`src/logic/dsom_pkg.sv`:
```
// Constants for the drive status output mapper.
// Assumes a 20 MHz controller clock and delays given in 0.1 s steps.
package dsom_pkg;
    // ----------------------------------------
    // Function selection codes (BCD pairs)
    // ----------------------------------------
    localparam logic [7:0] SEL_RUNNING      = 8'h00;
    localparam logic [7:0] SEL_SPEED_CONST  = 8'h01;
    localparam logic [7:0] SEL_FREQ_OVER    = 8'h02;
    localparam logic [7:0] SEL_OVERLOAD     = 8'h03;
    localparam logic [7:0] SEL_LOOP_DEV     = 8'h04;
    localparam logic [7:0] SEL_ALARM        = 8'h05;
    localparam logic [7:0] SEL_FREQ_SET     = 8'h06;
    localparam logic [7:0] SEL_UNDERVOLT    = 8'h09;
    localparam logic [7:0] SEL_RUN_TIME     = 8'h11;
    localparam logic [7:0] SEL_POWER_TIME   = 8'h12;
    localparam logic [7:0] SEL_THERMAL      = 8'h13;
    localparam logic [7:0] SEL_ZERO_FREQ    = 8'h21;
    localparam logic [7:0] SEL_ANALOG_LOST  = 8'h27;
    localparam logic [7:0] SEL_FB_COMPARE   = 8'h31;
    localparam logic [7:0] SEL_COMM_LOST    = 8'h32;
    localparam logic [7:0] SEL_LOGIC_OP     = 8'h33;
    localparam logic [7:0] SEL_START_CONT   = 8'h41;
    localparam logic [7:0] SEL_HEATSINK     = 8'h42;
    localparam logic [7:0] SEL_LOW_CURRENT  = 8'h43;
    localparam logic [7:0] SEL_READY        = 8'h50;
    localparam logic [7:0] SEL_FORWARD      = 8'h51;
    localparam logic [7:0] SEL_REVERSE      = 8'h52;
    localparam logic [7:0] SEL_MAJOR_FAIL   = 8'h53;
    localparam logic [7:0] SEL_WINDOW_CMP   = 8'h54;
    localparam logic [7:0] SEL_FREQ_SOURCE  = 8'h58;
    localparam logic [7:0] SEL_RUN_SOURCE   = 8'h59;
    localparam logic [7:0] SEL_MOTOR2       = 8'h60;
    localparam logic [7:0] SEL_NONE         = 8'hFF;

    // ----------------------------------------
    // Polarity encodings
    // ----------------------------------------
    localparam logic [1:0] POL_NORM_OPEN    = 2'h0;
    localparam logic [1:0] POL_NORM_CLOSED  = 2'h1;

    // ----------------------------------------
    // Timing
    // ----------------------------------------
    localparam int         CLK_HZ           = 20_000_000;
    localparam int         TICK_MS          = 100;
    localparam int         TICK_CYCLES      = CLK_HZ / 1000 * TICK_MS;
    localparam int         DELAY_W          = 10;
    localparam logic [9:0] DELAY_MAX        = 10'h3E8;
    localparam logic [9:0] DELAY_RST        = 10'h000;
endpackage : dsom_pkg

```
`src/logic/dsom_mapper.sv`:
```
// Status output mapper: open-collector output and changeover alarm relay.
// Assumes status inputs are synchronous to clk; settings held stable by software.
`timescale 1ns/1ps
`default_nettype none

// Notes on behaviour
// - Two outputs, open-collector and relay, each pick a status by their own selector.
// - Codes 00 to 06 map to running, constant speed, overreach, overload, deviation, alarm, reached.
// - Codes 09, 11, 12, 13, 21 map to undervoltage, run time, power time, thermal, zero freq.
// - Codes 27, 31, 32, 33 map to analog lost, feedback compare, comm lost, logic result.
// - Codes 41 to 43 and 50 to 54 map to start contact through window compare.
// - Codes 58, 59, 60 map to sources and second motor, and no leaves the output inactive.
// - The open-collector polarity 00 is normally open and 01 normally closed.
// - The relay has its own polarity with the same encoding.
// - Normally open closes the output while the condition is asserted.
// - Normally closed opens the output while the condition is asserted.
// - Relay pair a closes on error under 00, pair b is its opposite, 01 swaps both.
// - A rising condition reaches the output only after the on-delay of up to 100 s.
// - A falling condition reaches the output only after the off-delay, holding it active.
// - With both delays zero the output follows the condition at once.
module dsom_mapper #(
    parameter int TICK_LEN = dsom_pkg::TICK_CYCLES
) (
    input  wire logic                     clk,
    input  wire logic                     nrst,
    input  wire logic                     clk_en,
    input  wire logic                     motor_running,
    input  wire logic                     speed_constant_reached,
    input  wire logic                     freq_overreached,
    input  wire logic                     overload_advance_warn,
    input  wire logic                     loop_output_deviation,
    input  wire logic                     alarm_flag,
    input  wire logic                     freq_setpoint_reached,
    input  wire logic                     undervoltage_flag,
    input  wire logic                     run_time_exceeded,
    input  wire logic                     power_time_exceeded,
    input  wire logic                     thermal_alarm,
    input  wire logic                     zero_freq_detect,
    input  wire logic                     analog_input_lost,
    input  wire logic                     feedback_compare,
    input  wire logic                     comm_line_lost,
    input  wire logic                     logic_op_result,
    input  wire logic                     start_contact,
    input  wire logic                     heatsink_overheat_warn,
    input  wire logic                     low_current_flag,
    input  wire logic                     drive_ready_flag,
    input  wire logic                     rotating_forward,
    input  wire logic                     rotating_reverse,
    input  wire logic                     major_failure,
    input  wire logic                     analog_window_compare,
    input  wire logic                     freq_cmd_source,
    input  wire logic                     run_cmd_source,
    input  wire logic                     second_motor_selected,
    input  wire logic [7:0]               oc_output_func_sel,
    input  wire logic [7:0]               relay_output_func_sel,
    input  wire logic [1:0]               oc_output_polarity,
    input  wire logic [1:0]               relay_output_polarity,
    input  wire logic [dsom_pkg::DELAY_W-1:0] oc_output_on_delay,
    input  wire logic [dsom_pkg::DELAY_W-1:0] oc_output_off_delay,
    input  wire logic [dsom_pkg::DELAY_W-1:0] relay_output_on_delay,
    input  wire logic [dsom_pkg::DELAY_W-1:0] relay_output_off_delay,
    output logic                          oc_output_closed,
    output logic                          relay_contact_a,
    output logic                          relay_contact_b,
    output logic                          oc_active,
    output logic                          relay_active
);
    import dsom_pkg::*;

    // ----------------------------------------
    // Condition selection
    // ----------------------------------------
    function automatic logic pick(input logic [7:0] sel);
        logic v;
        v = 1'b0;
        case (sel)
            SEL_RUNNING:     v = motor_running;
            SEL_SPEED_CONST: v = speed_constant_reached;
            SEL_FREQ_OVER:   v = freq_overreached;
            SEL_OVERLOAD:    v = overload_advance_warn;
            SEL_LOOP_DEV:    v = loop_output_deviation;
            SEL_ALARM:       v = alarm_flag;
            SEL_FREQ_SET:    v = freq_setpoint_reached;
            SEL_UNDERVOLT:   v = undervoltage_flag;
            SEL_RUN_TIME:    v = run_time_exceeded;
            SEL_POWER_TIME:  v = power_time_exceeded;
            SEL_THERMAL:     v = thermal_alarm;
            SEL_ZERO_FREQ:   v = zero_freq_detect;
            SEL_ANALOG_LOST: v = analog_input_lost;
            SEL_FB_COMPARE:  v = feedback_compare;
            SEL_COMM_LOST:   v = comm_line_lost;
            SEL_LOGIC_OP:    v = logic_op_result;
            SEL_START_CONT:  v = start_contact;
            SEL_HEATSINK:    v = heatsink_overheat_warn;
            SEL_LOW_CURRENT: v = low_current_flag;
            SEL_READY:       v = drive_ready_flag;
            SEL_FORWARD:     v = rotating_forward;
            SEL_REVERSE:     v = rotating_reverse;
            SEL_MAJOR_FAIL:  v = major_failure;
            SEL_WINDOW_CMP:  v = analog_window_compare;
            SEL_FREQ_SOURCE: v = freq_cmd_source;
            SEL_RUN_SOURCE:  v = run_cmd_source;
            SEL_MOTOR2:      v = second_motor_selected;
            default:         v = 1'b0;
        endcase
        return v;
    endfunction : pick

    logic oc_cond;
    logic relay_cond;
    // A plain assign would miss status changes read inside the function
    always_comb begin
        oc_cond    = pick(oc_output_func_sel);
        relay_cond = pick(relay_output_func_sel);
    end

    // ----------------------------------------
    // 0.1 s tick
    // ----------------------------------------
    logic [23:0] tick_cnt_ff;
    logic [23:0] nxt_tick_cnt;
    logic        tick_ff;
    logic        nxt_tick;

    always_comb begin
        nxt_tick     = 1'b0;
        nxt_tick_cnt = tick_cnt_ff + 24'h000001;
        if (tick_cnt_ff >= 24'(TICK_LEN - 1)) begin
            nxt_tick_cnt = 24'h000000;
            nxt_tick     = 1'b1;
        end
    end

    always_ff @(posedge clk or negedge nrst) begin
        if (!nrst) begin
            tick_cnt_ff <= 24'h000000;
            tick_ff     <= 1'b0;
        end else if (clk_en) begin
            tick_cnt_ff <= nxt_tick_cnt;
            tick_ff     <= nxt_tick;
        end
    end

    // ----------------------------------------
    // Delay filters, one per output
    // ----------------------------------------
    logic [1:0]         cond;
    logic [1:0][9:0]    on_dly;
    logic [1:0][9:0]    off_dly;
    logic [1:0]         act_ff;
    logic [1:0]         nxt_act;
    logic [1:0][9:0]    cnt_ff;
    logic [1:0][9:0]    nxt_cnt;

    assign cond    = {relay_cond, oc_cond};
    assign on_dly  = {relay_output_on_delay, oc_output_on_delay};
    assign off_dly = {relay_output_off_delay, oc_output_off_delay};

    always_comb begin
        logic [9:0] lim;
        lim = DELAY_RST;
        for (int i = 0; i < 2; i++) begin
            nxt_act[i] = act_ff[i];
            nxt_cnt[i] = cnt_ff[i];
            lim = act_ff[i] ? off_dly[i] : on_dly[i];
            if (lim > DELAY_MAX) begin
                lim = DELAY_MAX;
            end
            if (cond[i] == act_ff[i]) begin
                // Pulse ended early: restart so it never shows
                nxt_cnt[i] = DELAY_RST;
            end else if (lim == DELAY_RST) begin
                nxt_act[i] = cond[i];
                nxt_cnt[i] = DELAY_RST;
            end else if (tick_ff) begin
                if (cnt_ff[i] + 10'h001 >= lim) begin
                    nxt_act[i] = cond[i];
                    nxt_cnt[i] = DELAY_RST;
                end else begin
                    nxt_cnt[i] = cnt_ff[i] + 10'h001;
                end
            end
        end
    end

    // ----------------------------------------
    // Polarity and contacts
    // ----------------------------------------
    logic nxt_oc_closed;
    logic nxt_relay_a;

    always_comb begin
        // Normally open closes when active, normally closed opens
        nxt_oc_closed = nxt_act[0];
        if (oc_output_polarity == POL_NORM_CLOSED) begin
            nxt_oc_closed = !nxt_act[0];
        end
        nxt_relay_a = nxt_act[1];
        if (relay_output_polarity == POL_NORM_CLOSED) begin
            nxt_relay_a = !nxt_act[1];
        end
    end

    // Reset mimics power off: pair a open, pair b closed
    always_ff @(posedge clk or negedge nrst) begin
        if (!nrst) begin
            act_ff           <= 2'h0;
            cnt_ff           <= '0;
            oc_output_closed <= 1'b0;
            relay_contact_a  <= 1'b0;
            relay_contact_b  <= 1'b1;
            oc_active        <= 1'b0;
            relay_active     <= 1'b0;
        end else if (clk_en) begin
            act_ff           <= nxt_act;
            cnt_ff           <= nxt_cnt;
            oc_output_closed <= nxt_oc_closed;
            relay_contact_a  <= nxt_relay_a;
            relay_contact_b  <= !nxt_relay_a;
            oc_active        <= nxt_act[0];
            relay_active     <= nxt_act[1];
        end
    end
endmodule : dsom_mapper

`default_nettype wire

```
`config.mk`:
```
export PLATFORM = sky130hd
export DESIGN_NAME = dsom_mapper
export DESIGN_NICKNAME = d
export VERILOG_FILES = /design/src/logic/dsom_pkg.sv /design/src/logic/dsom_mapper.sv
export SDC_FILE = /design/constraint.sdc
export NUM_CORES = 1
export LEC_CHECK = 0
export BUFFER_PORTS_ARGS = -buffer_cell sky130_fd_sc_hd__buf_2
export CORE_MARGIN = 3
export CORE_UTILIZATION = 55
export CTS_CLUSTER_DIAMETER = 150
export CTS_CLUSTER_SIZE = 40
export DETAILED_ROUTE_END_ITERATION = 10
export HOLD_SLACK_MARGIN = 0.1
export PLACE_DENSITY = 0.79
export SYNTH_ARGS = -nofsm -noshare
export SYNTH_HDL_FRONTEND = slang
export SYNTH_SLANG_ARGS = --single-unit
```
`constraint.sdc`:
```
create_clock -name clk -period 7.8 [get_ports clk]
set_clock_uncertainty 0.1 [all_clocks]
set_input_delay 0.78 -clock clk [delete_from_list [all_inputs] [get_ports clk]]
set_output_delay 0.78 -clock clk [all_outputs]
set_load 0.02 [all_outputs]
```
======== Word level (Yosys, flattened, before mapping) ========
Cells that the tools add are included.
storage, ports and cells
  register bits after elaboration ......... 52
  word-level logic and storage cells ...... 111
cells by class
  add/subtract/negate cells ............... 3
  $lt $le $gt $ge ......................... 5
  equal/unequal tests ..................... 56
  muxes and demuxes ....................... 26
  reductions and logical operators ........ 11
operator list
  operator                                               number
  equality test 8 x 7 -> 1 bit, second input constant    22
  2-to-1 mux 10 bit                                      12
  equality test 8 x 6 -> 1 bit, second input constant    10
  case mux 1 bit (27 select lines)                       2
  equality test 8 x 3 -> 1 bit, second input constant    6
  equality test 8 x 5 -> 1 bit, second input constant    6
  equality test 8 x 2 -> 1 bit, second input constant    4
  adder 24 x 1 -> 24 bit, second input constant          1
  >= comparator 24 x 21 -> 1 bit, second input constant  1
  2-to-1 mux 24 bit                                      1
  adder 10 x 1 -> 10 bit, second input constant          2
  >= comparator 10 bit                                   2
  greater-than comparator 10 bit, second input constant  2
  logical NOT 10 bit                                     2
  equality test 8 x 1 -> 1 bit, second input constant    2
  equality test 8 x 4 -> 1 bit, second input constant    2
  logical NOT 8 bit                                      2
  2-to-1 mux 1 bit                                       11
  nonzero test 3 bit                                     2
  equality test 2 x 1 -> 1 bit, second input constant    2
  AND reduction 2 bit                                    2
  logical NOT 1 bit                                      3
  equality test 1 bit                                    2

======== Depth between registers and ports, before layout ========
  word-level depth ........................ 11
  depth in mapped cells ................... 16
  gate-level depth less buffers ........... 14

======== Worst setup path after synthesis ========
OpenSTA, ideal clock, no wires.
  kind .................................... reg2reg
  start point ............................. register, netlist name relay_active
  end point ............................... register cnt_ff[13] (netlist bit)
  library setup time ...................... 66 ps
  arrival ................................. 4008 ps
  data required time ...................... 7634 ps
  slack ................................... 3627 ps
  cell stages (with the launch flop) ...... 17
  buffers on the path ..................... 2
  path through ............................ dfrtp_1 -> clkbuf_1 -> clkbuf_1 -> mux2i_1 -> or4_1 -> nor2_1 -> o211ai_1 -> inv_1 -> a211oi_1 -> ha_1 -> a21oi_1 -> a2bb2oi_1 -> o2111ai_1 -> a31o_2 -> a2111oi_1 -> or2_1 -> a22o_1
RTL lines
  item                  line                RTL
  end signal, assigned  dsom_mapper.sv:216  cnt_ff <= nxt_cnt;
  end, declared         dsom_mapper.sv:152  logic [1:0][9:0] cnt_ff;

==> metrics.md <==
| Metric | Value |
|---|---|
| Overflow after GRT | `0` |
| Drt wl/cell | `15.7 um` |
| Area Overhead vs Synth | `13.5%` |
| Ant. Diodes | `0` |
| Number of different library cells in the post-synthesis netlist | `75` |
| Ys flop type | `dfrtp_1` |
| Yosys warnings | `0` |
| Layout cells sized above 1 | `0.211` |
| Power density over the cells | `150 nW/um^2` |
| RSZ-0062 raised after global routing | `no` |
| Root Buffer | `clkbuf_8` |
| Status | `finished, final reports clean` |
| Max FO, Critical Path | `28` |
| Final setup fails | `0` |
| Initial DRC Count | `318` |
| Hold crit path type | `reg -> reg` |
| First-pass GRT wire length | `19.1 mm` |
| DRC | `0` |
| Max cap viols | `0` |
| Multi-input gate area | `3090 um^2` |
| CTS tree | `done` |
| Post-synth top cells | `dfrtp_1, nor2_1, nand2_1, nand3_1, inv_1` |
| Pin count of the biggest net entering global routing | `51` |
| Vias in the first global route | `4253` |
| VDD IR max | `0.0792 mV` |
| Die ar. | `9380 um^2` |
| Hold WS | `0.415 ns` |
| Placer Congestion | `0.923` |
| Combinational share of power | `0.330` |
| Htree depth | `2` |
| Post-synth EDFFs | `0` |
| CP required | `7.94 ns` |
| Slew headroom | `0.314` |
| CP endpoint kind | `flop` |
| Final setup TNS | `0 ns` |
| Number of port buffers | `94` |
| Avg Vias per Cell | `6.20` |
| Hold_buf cts | `0` |
| Internal | `0.000505 W` |
| Power share of the clock group | `0.230` |
| NumNets Final | `715` |
| Critical path class | `reg -> reg` |
| CTS clk-pin slew, worst paths | `0.09 ns` |
| FMAX | `207 MHz` |
| Final wirelength | `11.1 mm` |
| I/O pin count | `95` |
| Post-CTS Resized | `0` |
| Die Y | `96.8 um` |
| Post-synth top area cell | `dfrtp_1` |
| Flop pwr share | `0.440` |
| Die W | `96.8 um` |
| Area contributors post-synth | `dfrtp_1, ha_1, mux2i_1` |
| Final Critical Period | `4.82 ns` |
| Max Transition Viols Final | `0` |
| Vias | `4372` |
| Mapped Avg Cell Area | `8.68 um^2` |
| Post-DRT Antenna Nets | `0` |
| FFs w/ async S/R, synth | `1.00` |
| Startpoint class of the critical path | `flop` |
| Slew of the pin with the lowest slew margin | `1.03 ns` |
| Syn Inst Count | `523` |
| Period Utilization, post-route | `0.618` |
| Max Buffers Root-to-Sink | `2` |
| Post-synthesis net count | `636` |
| Setup Buffers After CTS | `0` |
| Final core utilization | `0.656` |
| FF+latch area | `1250 um^2` |
| Switching share of power | `0.346` |
| # rows | `32` |
| Mapped cell area | `4540 um^2` |
| Starting Density | `0.578` |
| DR pass1 iterations | `5` |
| CORE AREA | `7850 um^2` |
| Initial antenna violation count | `0` |
| Switching power total | `0.000267 W` |
| Inserted Clock Buffers | `5` |
| Sequential share of the synthesized area | `0.276` |
| Flops & latches, synth | `50` |
| Fin. Hold Viols | `0` |
| Data arrival, critical path | `4.96 ns` |
| Clock sinks | `50` |
| Leak | `2.40 nW` |
| Number of fill cells in the layout | `668` |
| Dpl hpwl | `8.81 mm` |
| Total track usage | `0.234` |
| Most frequent cell after synthesis | `dfrtp_1` |
| Clk_lat worst skew | `0.30 ns` |
| Synth top area share | `0.270` |
-- worst max-delay path, cell delays in order (launching register included) --
cell	delay (ns)
dfrtp_1	0.93
mux2i_1	0.22
or4_1	0.57
nor2_1	0.13
o211ai_1	0.18
inv_1	0.13
a211oi_1	0.06
ha_1	0.34
a21oi_1	0.16
a2bb2oi_1	0.17
o2111ai_1	0.13
a31o_2	0.28
a2111oi_1	0.88
or2_1	0.30
a22o_1	0.17
-- per-layer routing --
layer / track usage / routed length [um] / up-vias
li1: - / - / 2143
met1: 0.307 / 4910 / 2073
met2: 0.402 / 5470 / 142
met3: 0.0418 / 539 / 14
met4: 0.0508 / 148 / 0
met5: 0 / 0 / -
-- metrics by stage --
stage          total power [W]  cell area (um^2)  setup slack, ns  instances
2_1_floorplan         0.000513              4540             3.63        523
3_3_place_gp          0.000585              5040             3.33        697
3_5_place_dp          0.000598              5040             3.08        697
4_1_cts               0.000776              5150             3.05        705
5_1_grt               0.000827              5150             2.72        705
6_report              0.000772              5150             2.98        705
-- sequential cells by signal, indices dropped and copies added, names as in the netlist --
name,cells
tick_cnt_ff,24
relay_contact_b,1
relay_active,1
oc_output_closed,1
act_ff,1
cnt_ff,20
tick_ff,1
relay_contact_a,1
-- path summary, 6_finish.rpt --
path                                startpoint               to  slack (ns)  cells after the start
worst min-delay path            tick_cnt_ff[0]   tick_cnt_ff[0]        0.41                      1
worst max-delay path              relay_active       cnt_ff[18]        2.98                     14
worst max register to register    relay_active       cnt_ff[18]        2.98                     14
max in group asynchronous                 nrst  tick_cnt_ff[19]        6.71                      2
min in group asynchronous                 nrst       cnt_ff[17]        0.47                      2
worst min register to register  tick_cnt_ff[0]   tick_cnt_ff[0]        0.41                      1
-- cells in the final DEF (no fill, tap or decap), types with 9 or more instances in the layout --
cell type	n
buf_2	94
mux2i_1	21
nor3_1	23
o211ai_1	9
nor2_1	47
nand3b_1	10
dfrtp_1	49
ha_1	23
a21oi_1	17
xor2_1	18
o21ai_0	12
nand2b_1	10
xnor2_1	17
inv_1	25
or4_1	9
nand3_1	26
o2111ai_1	10
nand4_1	9
nand2_1	31
-- cells by family (layout without fill, tap and decap cells) --
logic type	after synthesis	after routing	synth area share
AOI/OAI and AO/OA	112	112	0.194
xor gates and xnor gates	35	35	0.0675
adders and majority gates	23	23	0.0634
buffers and inverters	48	128	0.0430
DFF	50	50	0.276
muxes	31	31	0.0786
and+or+nand+nor	224	224	0.277
-- power by group through the flow --
| stage | combinational, W | sequential (W) | clock (W) |
|---|---|---|---|
| final | 0.000254 | 0.000340 | 0.000178 |
| after global routing | 0.000287 | 0.000346 | 0.000193 |
| after CTS | 0.000256 | 0.000339 | 0.000181 |
| after detailed placement | 0.000255 | 0.000344 | 0 |
| after global placement | 0.000244 | 0.000342 | 0 |
| after floorplan | 0.000186 | 0.000326 | 0 |
-- layout make-up --
type	count	share of cell area
clock buffer	7	0.0148
clock inverter	1	0.00583
inverter	25	0.0182
multi-input combinational	425	0.600
sequential	50	0.243
tap	102	0.0248
timing repair buffer	95	0.0928
Power figures use the tool's default switching activity.
